--- config.mk ---
export PLATFORM = sky130hd
export DESIGN_NAME = trr_sequencer
export DESIGN_NICKNAME = d
export VERILOG_FILES = /design/src/trr_pkg.sv /design/src/trr_sequencer.sv
export VERILOG_INCLUDE_DIRS = /design/src
export SDC_FILE = /design/constraint.sdc
export NUM_CORES = 1
export LEC_CHECK = 0
export ABC_AREA = 1
export BUFFER_PORTS_ARGS = -buffer_cell sky130_fd_sc_hd__buf_2
export CORE_AREA = 2 2 86 88
export CTS_CLUSTER_SIZE = 24
export DETAILED_ROUTE_END_ITERATION = 10
export DIE_AREA = 0 0 88 90
export MAX_ROUTING_LAYER = met4
export PLACE_DENSITY = 0.71
export SKIP_LAST_GASP = 1
export SLEW_MARGIN = 20
export SYNTH_ARGS = -nofsm -noshare
export SYNTH_HDL_FRONTEND = slang
export SYNTH_SLANG_ARGS = --single-unit
--- constraint.sdc ---
create_clock -name pclk -period 1.8 [get_ports pclk]
set_input_delay 0.09 -clock pclk [delete_from_list [all_inputs] [get_ports pclk]]
set_output_delay 0.09 -clock pclk [all_outputs]
set_load 0.01 [all_outputs]
--- src/trr_cfg.svh ---
`ifndef TRR_CFG_SVH
`define TRR_CFG_SVH
`define TRR_OFS_CTRL 12'h000
`define TRR_OFS_CMD 12'h004
`define TRR_OFS_STATUS 12'h008
`define TRR_OFS_REFCNT 12'h00c
`define TRR_EN_BIT 7
`define TRR_BANK_LSB 4
`define TRR_BANK_MSB 6
`define TRR_CTRL_RST 8'h00
`define TRR_TMRD_NS 14
`define TRR_CLK_MHZ 125
`define TRR_TMRD_CYC ((`TRR_TMRD_NS * `TRR_CLK_MHZ + 999) / 1000)
`endif

--- src/trr_pkg.sv ---
package trr_pkg;
  typedef enum logic [2:0] {
    TRR_IDLE = 3'b000,
    TRR_WAIT_MRD = 3'b001,
    TRR_RUN = 3'b011,
    TRR_DONE_WAIT = 3'b010
  } trr_state_t;
  typedef enum logic [1:0] {
    TRR_CMD_ACT = 2'h0,
    TRR_CMD_PRE = 2'h1,
    TRR_CMD_PRECHARGE_ALL_BANKS = 2'h2,
    TRR_CMD_REF = 2'h3
  } trr_cmd_t;
  typedef struct packed {
    logic en;
    logic [2:0] bank;
  } trr_sel_t;
endpackage

--- src/trr_sequencer.sv ---
// Function
// - enable bit on/off, field picks bank
// - self-clear after third precharge plus delay
// - disable write ignores bank field
// - three activate/precharge pairs counted
// - precharge-all counts as target precharge
// - last pre; complete after tMRD delay
// - target activates leave refresh counter
// - restore rows degraded by target row
`include "trr_cfg.svh"
module trr_sequencer (
  input wire logic pclk,
  input wire logic presetn,
  input wire logic psel,
  input wire logic penable,
  input wire logic pwrite,
  input wire logic [11:0] paddr,
  input wire logic [31:0] pwdata,
  output logic [31:0] prdata,
  output logic pready,
  output logic pslverr,
  output logic targeted_refresh_mode,
  output logic [2:0] target_bank,
  output logic restore_pulse
);
  localparam logic [4:0] MRD_CYC = 5'(`TRR_TMRD_CYC);
  logic [7:0] ctrl_r, ctrl_nxt;
  trr_pkg::trr_state_t st_r, st_nxt;
  logic [1:0] act_r, act_nxt, pre_r, pre_nxt;
  logic [4:0] dly_r, dly_nxt;
  logic [15:0] refcnt_r, refcnt_nxt;
  logic [31:0] prdata_r, prdata_nxt;
  logic restore_r, restore_nxt;
  logic wr, rd, ctrl_wr, cmd_wr, bank_hit, is_pre;
  trr_pkg::trr_cmd_t cmd;
  trr_pkg::trr_sel_t sel;

  assign pready = 1'b1;
  assign wr = psel & penable & pwrite;
  assign rd = psel & penable & ~pwrite;
  assign ctrl_wr = wr & (paddr == `TRR_OFS_CTRL);
  assign cmd_wr = wr & (paddr == `TRR_OFS_CMD);
  // command port: [1:0] command, [6:4] bank
  assign cmd = trr_pkg::trr_cmd_t'(pwdata[1:0]);
  assign bank_hit = pwdata[6:4] == ctrl_r[`TRR_BANK_MSB:`TRR_BANK_LSB];
  assign sel = '{en: pwdata[`TRR_EN_BIT], bank: pwdata[`TRR_BANK_MSB:`TRR_BANK_LSB]};
  // precharge-all stands in for the target bank precharge
  assign is_pre = (cmd == trr_pkg::TRR_CMD_PRECHARGE_ALL_BANKS) | ((cmd == trr_pkg::TRR_CMD_PRE) & bank_hit);

  always_comb begin
    ctrl_nxt = ctrl_r;
    st_nxt = st_r;
    act_nxt = act_r;
    pre_nxt = pre_r;
    dly_nxt = dly_r;
    refcnt_nxt = refcnt_r;
    restore_nxt = 1'b0;
    pslverr = 1'b0;
    if (psel & penable) begin
      pslverr = !(paddr == `TRR_OFS_CTRL || paddr == `TRR_OFS_CMD ||
                  paddr == `TRR_OFS_STATUS || paddr == `TRR_OFS_REFCNT);
    end
    if (ctrl_wr) begin
      if (sel.en) begin
        ctrl_nxt = pwdata[7:0];
        st_nxt = trr_pkg::TRR_WAIT_MRD;
        dly_nxt = MRD_CYC;
        act_nxt = 2'h0;
        pre_nxt = 2'h0;
      end else begin
        // bank field ignored on disable
        ctrl_nxt = {1'b0, ctrl_r[6:0]};
        st_nxt = trr_pkg::TRR_IDLE;
      end
    end else begin
      case (st_r)
        trr_pkg::TRR_IDLE: begin
          if (cmd_wr && cmd == trr_pkg::TRR_CMD_REF) begin
            refcnt_nxt = refcnt_r + 16'h0001;
          end
        end
        trr_pkg::TRR_WAIT_MRD: begin
          if (dly_r <= 5'h1) begin
            st_nxt = trr_pkg::TRR_RUN;
          end else begin
            dly_nxt = dly_r - 5'h1;
          end
        end
        trr_pkg::TRR_RUN: begin
          if (cmd_wr) begin
            // target activates give no refresh credit
            if (cmd == trr_pkg::TRR_CMD_ACT && bank_hit && act_r == pre_r) begin
              act_nxt = act_r + 2'h1;
            end else if (is_pre && act_r != pre_r) begin
              pre_nxt = pre_r + 2'h1;
              restore_nxt = 1'b1;
              if (pre_r == 2'h2) begin
                st_nxt = trr_pkg::TRR_DONE_WAIT;
                dly_nxt = MRD_CYC;
              end
            end
          end
        end
        trr_pkg::TRR_DONE_WAIT: begin
          if (dly_r <= 5'h1) begin
            ctrl_nxt = {1'b0, ctrl_r[6:0]};
            st_nxt = trr_pkg::TRR_IDLE;
          end else begin
            dly_nxt = dly_r - 5'h1;
          end
        end
        default: st_nxt = trr_pkg::TRR_IDLE;
      endcase
    end
  end

  always_comb begin
    prdata_nxt = prdata_r;
    if (psel & ~penable & ~pwrite) begin
      case (paddr)
        `TRR_OFS_CTRL: prdata_nxt = {24'h000000, ctrl_r};
        `TRR_OFS_STATUS: prdata_nxt = {24'h000000, st_r, 1'b0, pre_r, act_r};
        `TRR_OFS_REFCNT: prdata_nxt = {16'h0000, refcnt_r};
        default: prdata_nxt = 32'h00000000;
      endcase
    end
  end

  always_ff @(posedge pclk or negedge presetn) begin
    if (!presetn) begin
      ctrl_r <= `TRR_CTRL_RST;
      st_r <= trr_pkg::TRR_IDLE;
      act_r <= 2'h0;
      pre_r <= 2'h0;
      dly_r <= 5'h0;
      refcnt_r <= 16'h0000;
      prdata_r <= 32'h00000000;
      restore_r <= 1'b0;
    end else begin
      ctrl_r <= ctrl_nxt;
      st_r <= st_nxt;
      act_r <= act_nxt;
      pre_r <= pre_nxt;
      dly_r <= dly_nxt;
      refcnt_r <= refcnt_nxt;
      prdata_r <= prdata_nxt;
      restore_r <= restore_nxt;
    end
  end

  assign prdata = rd ? prdata_r : 32'h00000000;
  assign targeted_refresh_mode = ctrl_r[`TRR_EN_BIT];
  assign target_bank = ctrl_r[`TRR_BANK_MSB:`TRR_BANK_LSB];
  assign restore_pulse = restore_r;
endmodule

# ---- Word-level counts from Yosys, hierarchy flattened
# Cells that the tools add are included.
dict set report classes {
  n_addsub 4
  n_mux 39
  n_eq_ne 23
  order_cmp 1
  n_reduce_logical 26
  bitwise 12
}
# cell n
set ops {}
lappend ops {{$pmux 16 s3} 1}
lappend ops {{$mux 5} 7}
lappend ops {{$mux 32} 1}
lappend ops {{$mux 8} 4}
lappend ops {{$eq 12x4->1 const B} 2}
lappend ops {{$mux 3} 7}
lappend ops {{$ne 3x3->1 const B} 7}
lappend ops {{$mux 2} 10}
lappend ops {{$add 16x1->16 const B} 1}
lappend ops {{$reduce_and 7->1} 2}
lappend ops {{$eq 12x3->1 const B} 1}
lappend ops {{$logic_not 12->1} 1}
lappend ops {{$pmux 3 s4} 1}
lappend ops {{$reduce_bool 2->1} 6}
lappend ops {{$pmux 5 s2} 1}
lappend ops {{$and 1x1->1} 8}
lappend ops {{$mux 1} 7}
lappend ops {{$eq 2x2->1 const B} 3}
lappend ops {{$eq 3x2->1 const B} 2}
lappend ops {{$ne 2x2->1 const B} 3}
lappend ops {{$le 5x1->1 const B} 1}
lappend ops {{$reduce_and 5->1} 1}
lappend ops {{$sub 5x1->5 const B} 1}
lappend ops {{$add 2x1->2 const B} 2}
lappend ops {{other kinds (17)} 25}
dict set report totals {
  word_cells 114
  output_inout_bits 39
  reg_bits 69
}

# ---- Longest topological paths before layout
# Gate-level depths: netlist (run 1).
dict set report depth {
  word_depth 9
  depth_mapped 12
}

# ---- Least setup slack after synthesis (run 1)
# No wires, ideal clock.
dict set report synth_timing {
  path_kind {reg-to-reg}
  startpoint {reg st_r[0]}
  endpoint {reg dly_r[0]}
  path_buffers 0
  t_arrival_ns 1.412
  required_ns 1.683
  stages_incl_launch_ff 10
  synth_period_minus_slack_ns 1.529
  setup_slack_ns 0.271
  setup_time_ns 0.117
  path_cell_list {dfrtp_1 > inv_1 > ha_1 > or2_2 > nand2_1 > inv_1 > nand2_1 > a21oi_4 > nand3_1 > nand2_1}
}
dict set report synth_via {
  elab_chain_len 4
  elab_cells_between_ends 13
  cone_classes {eq/ne: 8; mux: 2; reduce/logical: 3}
}
# element line
set synth_lines {}
lappend synth_lines {{from (decl)} trr_sequencer.sv:28} ;# trr_pkg::trr_state_t st_r, st_nxt;
lappend synth_lines {{from (signal assigned)} trr_sequencer.sv:132} ;# st_r <= trr_pkg::TRR_IDLE;
lappend synth_lines {{from (signal assigned)} trr_sequencer.sv:141} ;# st_r <= st_nxt;
lappend synth_lines {{$eq 3x2->1 or $eq 3x1->1 (tied branches)} trr_sequencer.sv:76} ;# case (st_r)
lappend synth_lines {{$reduce_or 2->1 (no source line)} --}
lappend synth_lines {{$ne 3x3->1 (no source line), or another cell as far along} --}
lappend synth_lines {{$reduce_and 7->1 (no source line) or $mux 5 (tied branches)} --}
lappend synth_lines {{to (signal assigned)} trr_sequencer.sv:144} ;# dly_r <= dly_nxt;
lappend synth_lines {{to (decl)} trr_sequencer.sv:30} ;# logic [4:0] dly_r, dly_nxt;
# Parallel ways exist; a longest one is shown, timed or not.
# A chain may end at the register's enable or synchronous reset.

# ---- Worst setup path in the final report (run 1)
dict set report layout_timing {
  startpoint {reg st_r[0]}
  endpoint {reg dly_r[2]}
}
# Same word-level chain as after synthesis.

==> results of run 1 <==
## worst reg2reg max path, stage by stage (launching register included)
cell	delay, ns
dfrtp_2	0.43
inv_1	0.08
ha_1	0.33
or2_2	0.30
nand2_1	0.06
inv_1	0.03
nand2_1	0.08
a21oi_4	0.09
nand2_4	0.09
nand2_1	0.06
nand2_1	0.06
## sequential cells by signal (all words and copies together) (netlist names)
signal         cells
refcnt_r          16
ctrl_r             8
prdata_r          16
restore_pulse      1
dly_r              5
act_r              2
pre_r              2
st_r               2
## final cells by class
cell class / instances / area, um^2
well taps: 99 / 124
inverters: 61 / 229
clock inverters: 3 / 46.3
clock buffers: 5 / 68.8
repair buffers: 60 / 340
fillers: 657 / 3190
multi-input cells: 335 / 1720
flip-flops and latches: 52 / 1300
## path summary, 6_finish.rpt
check / startpoint / end / depth (start not counted)
setup reg to reg: st_r[0] / dly_r[2] / 10
hold reg to reg: prdata_r[0] / prdata_r[0] / 2
min in group asynchronous: presetn / dly_r[2] / 2
hold / removal: pwdata[2] / ctrl_r[2] / 2
setup / recovery: st_r[0] / dly_r[2] / 10
max in group asynchronous: presetn / pre_r[0] / 3
## placed cells by master (no fill, tap or decap), types with 2 or more instances in the layout
master and count:
nand3_1 49, mux2_2 3, xor2_1 11, buf_2 46, buf_4 12, o22ai_1 8, nand2_1 130, dfrtp_1 50
nand3_2 2, dlygate4sd3_1 2, nor2_2 3, or2_2 4, nor2_1 43, ha_1 8, inv_1 60, nor2_4 3
dfrtp_2 2, nor3_1 5, nand4_1 2, nor4_2 2, nand3b_1 3, xnor2_1 8, o21ai_0 23, conb_1 17
clkbuf_8 5
## layer usage
layer | routed length (um) | vias to the layer above | global-route usage [%]
met4 | 111 | 0 | 7.44
li1 | - | 1517 | -
met2 | 3350 | 59 | 30.5
met3 | 271 | 9 | 3.03
met1 | 3200 | 1302 | 23.7
met5 | 0 | - | -
## kinds of logic (layout without fill, tap and decap cells)
family	Yosys count	in the layout	share of synthesized area, %
buf+inv	92	129	13.0
simple gates	252	252	33.6
mux	3	3	0.992
xor+xnor	19	19	4.89
compound gates	36	36	6.17
flops	52	52	38.2
fa+ha+maj	8	8	2.94
other cells	2	17	0.221
## what timing repair did
action,4_1_cts,5_1_grt
gates resized for setup,0,2
hold buffers,2,0
endpoints found under the hold margin,17,0
buffers inserted,0,0
endpoints found under the setup margin,0,5
## metrics by stage
stage | instances | utilization [%] | hold WS (ns)
after global placement | 605 | 52.6 | 0.0377
after global routing | 615 | 54.6 | 0.0278
after detailed placement | 605 | 52.6 | 0.0457
after CTS | 615 | 54.5 | 0.00820
after floorplan | 479 | - | -0.206
final | 615 | 54.6 | 0.0159
## where the power goes
group          leakage [nW]  internal (W)  switching (W)
Sequential            0.682       0.00117    0.000000458
Clock                0.0548      0.000419       0.000402
Combinational          1.25     0.0000407      0.0000954
Total                  1.99       0.00163       0.000498
==> qor.csv, run 1 <==
stage,metric,value,unit
critical_path,crit_path_max_incr_delay,0.43,ns
placed_design,place.gp.congestion,0.840,
critical_path,r2r_slack,0.13,ns
placed_design,io_buffers,46,
global_route,first_global_vias,2747,
drt,dr.pass1.iters,4,
final_layout,fin_nets,572,
timing,drv_slew,0,
critical_path,start_kind,flip-flop,
yosys,synth.distinct_cells,36,
min_path,hold_class,input port to flip-flop,
yosys,synth_top_area_cell,dfrtp_1,
final_layout,antenna_cells,0,
global_route,grt_max_degree,28,
die,rows,31,
timing,fin_crit,1.67,ns
critical_path,worstPathArrival,1.92,ns
pwr,power.total,0.00213,W
timing,setup_tns,0,ns
critical_path,worstPathRequired,2.05,ns
yosys,netlist.area_leader.share,38.2,%
die,fp.dieW,88,um
clock_network,cts_tree,done,
final_layout,final_design_area_no_fill,3830,um^2
yosys,yosys_warnings,0,
die,die_h,90,um
global_route,antenna_found_initial,0,
clock_network,cts_buffers,5,
timing,fin_ws,0.130,ns
critical_path,crit_buf_inv,2,
yosys,ys_async_sr_fraction,100,%
timing,relSlewSlack,63.6,%
critical_path,crit_top_cell,nand2_1,
clock_network,worstSkewPairLatency,0.31,ns
timing,final-setup-viol-count,0,
global_route,grt.overflow.total,0,
yosys,ys_ff_latch,52,
timing,max_freq,599,MHz
die,pin_count,88,
yosys,synth.most_common_cell,nand2_1,
pwr,leakage,1.99,nW
placed_design,detailed_place_hpwl,5460,um
critical_path,endpoint_kind,flip-flop,
critical_path,critPathKind,flip-flop to flip-flop,
yosys,synth-edff-count,0,
drt,vias,2887,
final_layout,drive_above_1_share,18.0,%
pwr,ir_drop,267,uV
timing,worstMarginPinSlew,0.541,ns
yosys,synth_area_leaders,"dfrtp_1 (38%), nand2_1 (14%), nand3_1 (7.2%)",
pwr,p_per_area,555,nW/um^2
drt,drt-total-wl,6930,um
drt,vias_per_cell,4.69,
timing,fin_crit_sh,92.8,%
final_layout,syn_to_final_growth,12.5,%
die,die_area,7920,um^2
drt,drt-initial-drc-count,120,
critical_path,cp_max_fo,6,
clock_network,clock_path_buffers,2,
timing,rsz0062_at_grt,false,
clock_network,cts_max_level,2,
yosys,syn_inst,464,
yosys,yosysSeqAreaShare,38.2,%
drt,drc_errors,0,
timing,hold_violations,0,
drt,antenna_left,0,
clock_network,clkTransAtPathRegs,0.10,ns
yosys,synth_flop_cell,dfrtp_1,
placed_design,pre_cts_ws,0.0875,ns
die,coreArea,7020,um^2
critical_path,cp_cell_sequence,inv_1 > ha_1 > or2_2 > nand2_1 > inv_1 > nand2_1 > a21oi_4 > nand2_4 > nand2_1 > nand2_1,
global_route,grt.total_usage,19.0,%
yosys,yosys-top-cells-count,"nand2_1 (130), inv_1 (60), dfrtp_1 (52), nand3_1 (49), nor2_1 (43)",
timing,clock_skew,0.00641,ns
yosys,netlist_area,3410,um^2
flow_run,cap_violations,0,
critical_path,crit_family,simple AND/OR/NAND/NOR gates,
clock_network,cts.sink_count,52,
yosys,avgSynthCellArea,7.34,um^2
die,start_util,48.5,%
drt,wl_per_cell,11.3,um
status,status,completed,
clock_network,clockRootBuffer,clkbuf_8,
global_route,grt_pass1_wl,11800,um
placed_design,dpl_cell_area,3690,um^2
critical_path,crit_slowest_cell,dfrtp_2,
No activity file was read; power rests on OpenSTA's default activity.
==> inputs of run 2 (changes only) <==
Settings changed: CORE_AREA 2 2 86 88 to 2 2 110 112, DIE_AREA 0 0 88 90 to 0 0 112 114, PLACE_DENSITY 0.71 to 0.46.
==> run 2 against run 1 <==
Clock skew grew 0.0036 ns. Core utilization shrank 21 points. Worst setup slack gained 0.033 ns. Critical endpoint is now dly_r[4]. Highest routed layer unchanged. Largest cell class unchanged. Largest power group unchanged. Critical path depth is the same.
==> qor.csv, run 2 (synthesized netlist as in run 1, its figures left out) <==
stage,metric,value,unit,change
timing,worstMarginPinSlew,0.697,ns,was 0.541 ns
critical_path,worstPathRequired,2.03,ns,was 2.05 ns
critical_path,r2r_slack,0.16,ns,was 0.13 ns
die,rows,40,,was 31
status,status,completed,,unchanged
pwr,seq_power_share,48.6,%,was 55.0%
drt,drt-initial-drc-count,131,,was 120
placed_design,place.gp.congestion,0.818,,was 0.840
flow_run,cap_violations,0,,unchanged
drt,wl_per_cell,11.4,um,was 11.3 um
timing,relSlewSlack,53.6,%,was 63.6%
critical_path,crit_slowest_cell,dfrtp_2,,unchanged
timing,setup_tns,0,ns,unchanged
critical_path,crit_path_max_incr_delay,0.42,ns,was 0.43 ns
die,die_h,114,um,was 90 um
final_layout,antenna_cells,0,,unchanged
min_path,hold_depth,2,,unchanged
drt,dr.pass1.iters,7,,was 4
critical_path,crit_top_cell,nand2_1,,unchanged
final_layout,final_common_cell,nand2_1,,unchanged
pwr,pwr-share-comb,5.5,%,was 6.4%
die,start_util,29.1,%,was 48.5%
critical_path,endpoint_kind,flip-flop,,unchanged
die,pin_count,88,,unchanged
clock_network,cts_tree,done,,unchanged
pwr,power.share.clock,45.8,%,was 38.6%
clock_network,clock_path_buffers,2,,unchanged
timing,rsz0062_at_grt,false,,unchanged
pwr,intPower,0.00186,W,was 0.00163 W
die,coreArea,11700,um^2,was 7020 um^2
timing,clock_skew,0.0100,ns,was 0.00641 ns
timing,holdWs,0.0341,ns,was 0.0159 ns
timing,hold_violations,0,,unchanged
critical_path,ff2ff_path_depth,10,,unchanged
timing,max_freq,611,MHz,was 599 MHz
final_layout,multi_input_area,1720,um^2,unchanged
timing,final-setup-viol-count,0,,unchanged
die,die_area,12800,um^2,was 7920 um^2
final_layout,largestRegisters,"prdata_r (16), refcnt_r (16), ctrl_r (8)",,unchanged
min_path,hold_class,input port to flip-flop,,unchanged
pwr,leakage,2.01,nW,was 1.99 nW
timing,fin_crit_sh,90.9,%,was 92.8%
drt,drc_errors,0,,unchanged
clock_network,cts.sink_count,52,,unchanged
final_layout,fin_nets,571,,was 572
pwr,power.total,0.00240,W,was 0.00213 W
pwr,p_per_area,611,nW/um^2,was 555 nW/um^2
final_layout,drive_above_1_share,18.3,%,was 18.0%
drt,vias_per_cell,4.27,,was 4.69
critical_path,cp_max_fo,6,,unchanged
clock_network,worstSkewPairLatency,0.30,ns,was 0.31 ns
pwr,ir_drop,462,uV,was 267 uV
drt,antenna_left,0,,unchanged
global_route,grt.total_usage,13.0,%,was 19.0%
clock_network,clkTransAtPathRegs,0.07,ns,was 0.10 ns
drt,vias,2827,,was 2887
pwr,switching_share,22.6,%,was 23.4%
pwr,p_switching,0.000544,W,was 0.000498 W
placed_design,detailed_place_hpwl,5730,um,was 5460 um
clock_network,cts_buffers,5,,unchanged
final_layout,regArea,1300,um^2,unchanged
global_route,grt.overflow.total,0,,unchanged
drt,drt-total-wl,7570,um,was 6930 um
placed_design,io_buffers,46,,unchanged
critical_path,start_kind,flip-flop,,unchanged
timing,fin_crit,1.64,ns,was 1.67 ns
global_route,antenna_found_initial,0,,unchanged
clock_network,clockRootBuffer,clkbuf_16,,was clkbuf_8
global_route,grt_pass1_wl,13000,um,was 11800 um
critical_path,cp_cell_sequence,inv_1 > ha_1 > or2_2 > nand2_1 > inv_1 > nand2_1 > a21oi_4 > nand2_4 > nand2_1 > nand2_1,,unchanged
final_layout,syn_to_final_growth,15.5,%,was 12.5%
critical_path,critPathKind,flip-flop to flip-flop,,unchanged
final_layout,fillers,1288,,was 657
final_layout,mostFrequentLayoutCells,"nand2_1 (130), inv_1 (59), dfrtp_1 (50)",,"was nand2_1 (130), inv_1 (60), dfrtp_1 (50)"
die,fp.dieW,112,um,was 88 um
global_route,grt_max_degree,53,,was 28
global_route,first_global_vias,2689,,was 2747
timing,drv_slew,0,,unchanged
clock_network,cts_max_level,2,,unchanged
critical_path,worstPathArrival,1.87,ns,was 1.92 ns
## run 2: final timing paths
path | startpoint | to
min in group asynchronous | presetn | dly_r[1]
hold reg to reg | dly_r[1] | dly_r[1]
setup reg to reg | st_r[1] | dly_r[4]
hold / removal | pwdata[2] | ctrl_r[2]
setup / recovery | st_r[1] | dly_r[4]
max in group asynchronous | presetn | st_r[1]
## run 2: layout make-up
type                       instances  area share [%]
inverter                          61            5.82
clock buffer                       5            3.18
sequential                        52            33.1
multi-input combinational        335            43.7
timing repair buffer              59            8.40
tap                              147            4.68
clock inverter                     3            1.08
## run 2: stage by stage
step | cells | util [%] | setup slack (ns) | cell area [um^2]
after detailed placement | 653 | 32.1 | 0.103 | 3750
after global routing | 662 | 33.6 | 0.0170 | 3930
after CTS | 662 | 33.6 | 0.107 | 3930
after global placement | 653 | 32.1 | 0.132 | 3750
after floorplan | 479 | - | 0.271 | 3460
final | 662 | 33.6 | 0.163 | 3930
## run 2: critical path: cells and delay by family, from the launching register on
| family | cells | cell delay (ns) |
|---|---|---|
| adder cells (fa/ha/maj) | 1 | 0.30 |
| AND/OR/NAND/NOR | 6 | 0.66 |
| flip-flops | 1 | 0.42 |
| AO/OA/AOI/OAI | 1 | 0.09 |
| buffers and inverters | 2 | 0.11 |
## run 2: routing by layer
layer	global-route usage, %	wire, um
met1	17.6	3840
met2	20.0	3330
met3	2.39	310
met4	3.66	90
met5	-	0
## run 2: what timing repair did
item	CTS	global route
hold buffers	1	0
resized for setup	0	3
endpoints found under the setup margin	0	5
endpoints found under the hold margin	52	0
buffers inserted	0	0
## run 2: power groups by stage
stage | Sequential (W) | Clock, W | Combinational, W
finish | 0.00117 | 0.00110 | 0.000133
global route | 0.00117 | 0.00118 | 0.000157
CTS | 0.00117 | 0.00114 | 0.000137
detailed placement | 0.00119 | 0 | 0.000135
global placement | 0.00119 | 0 | 0.000133
floorplan | 0.00119 | 0 | 0.0000915
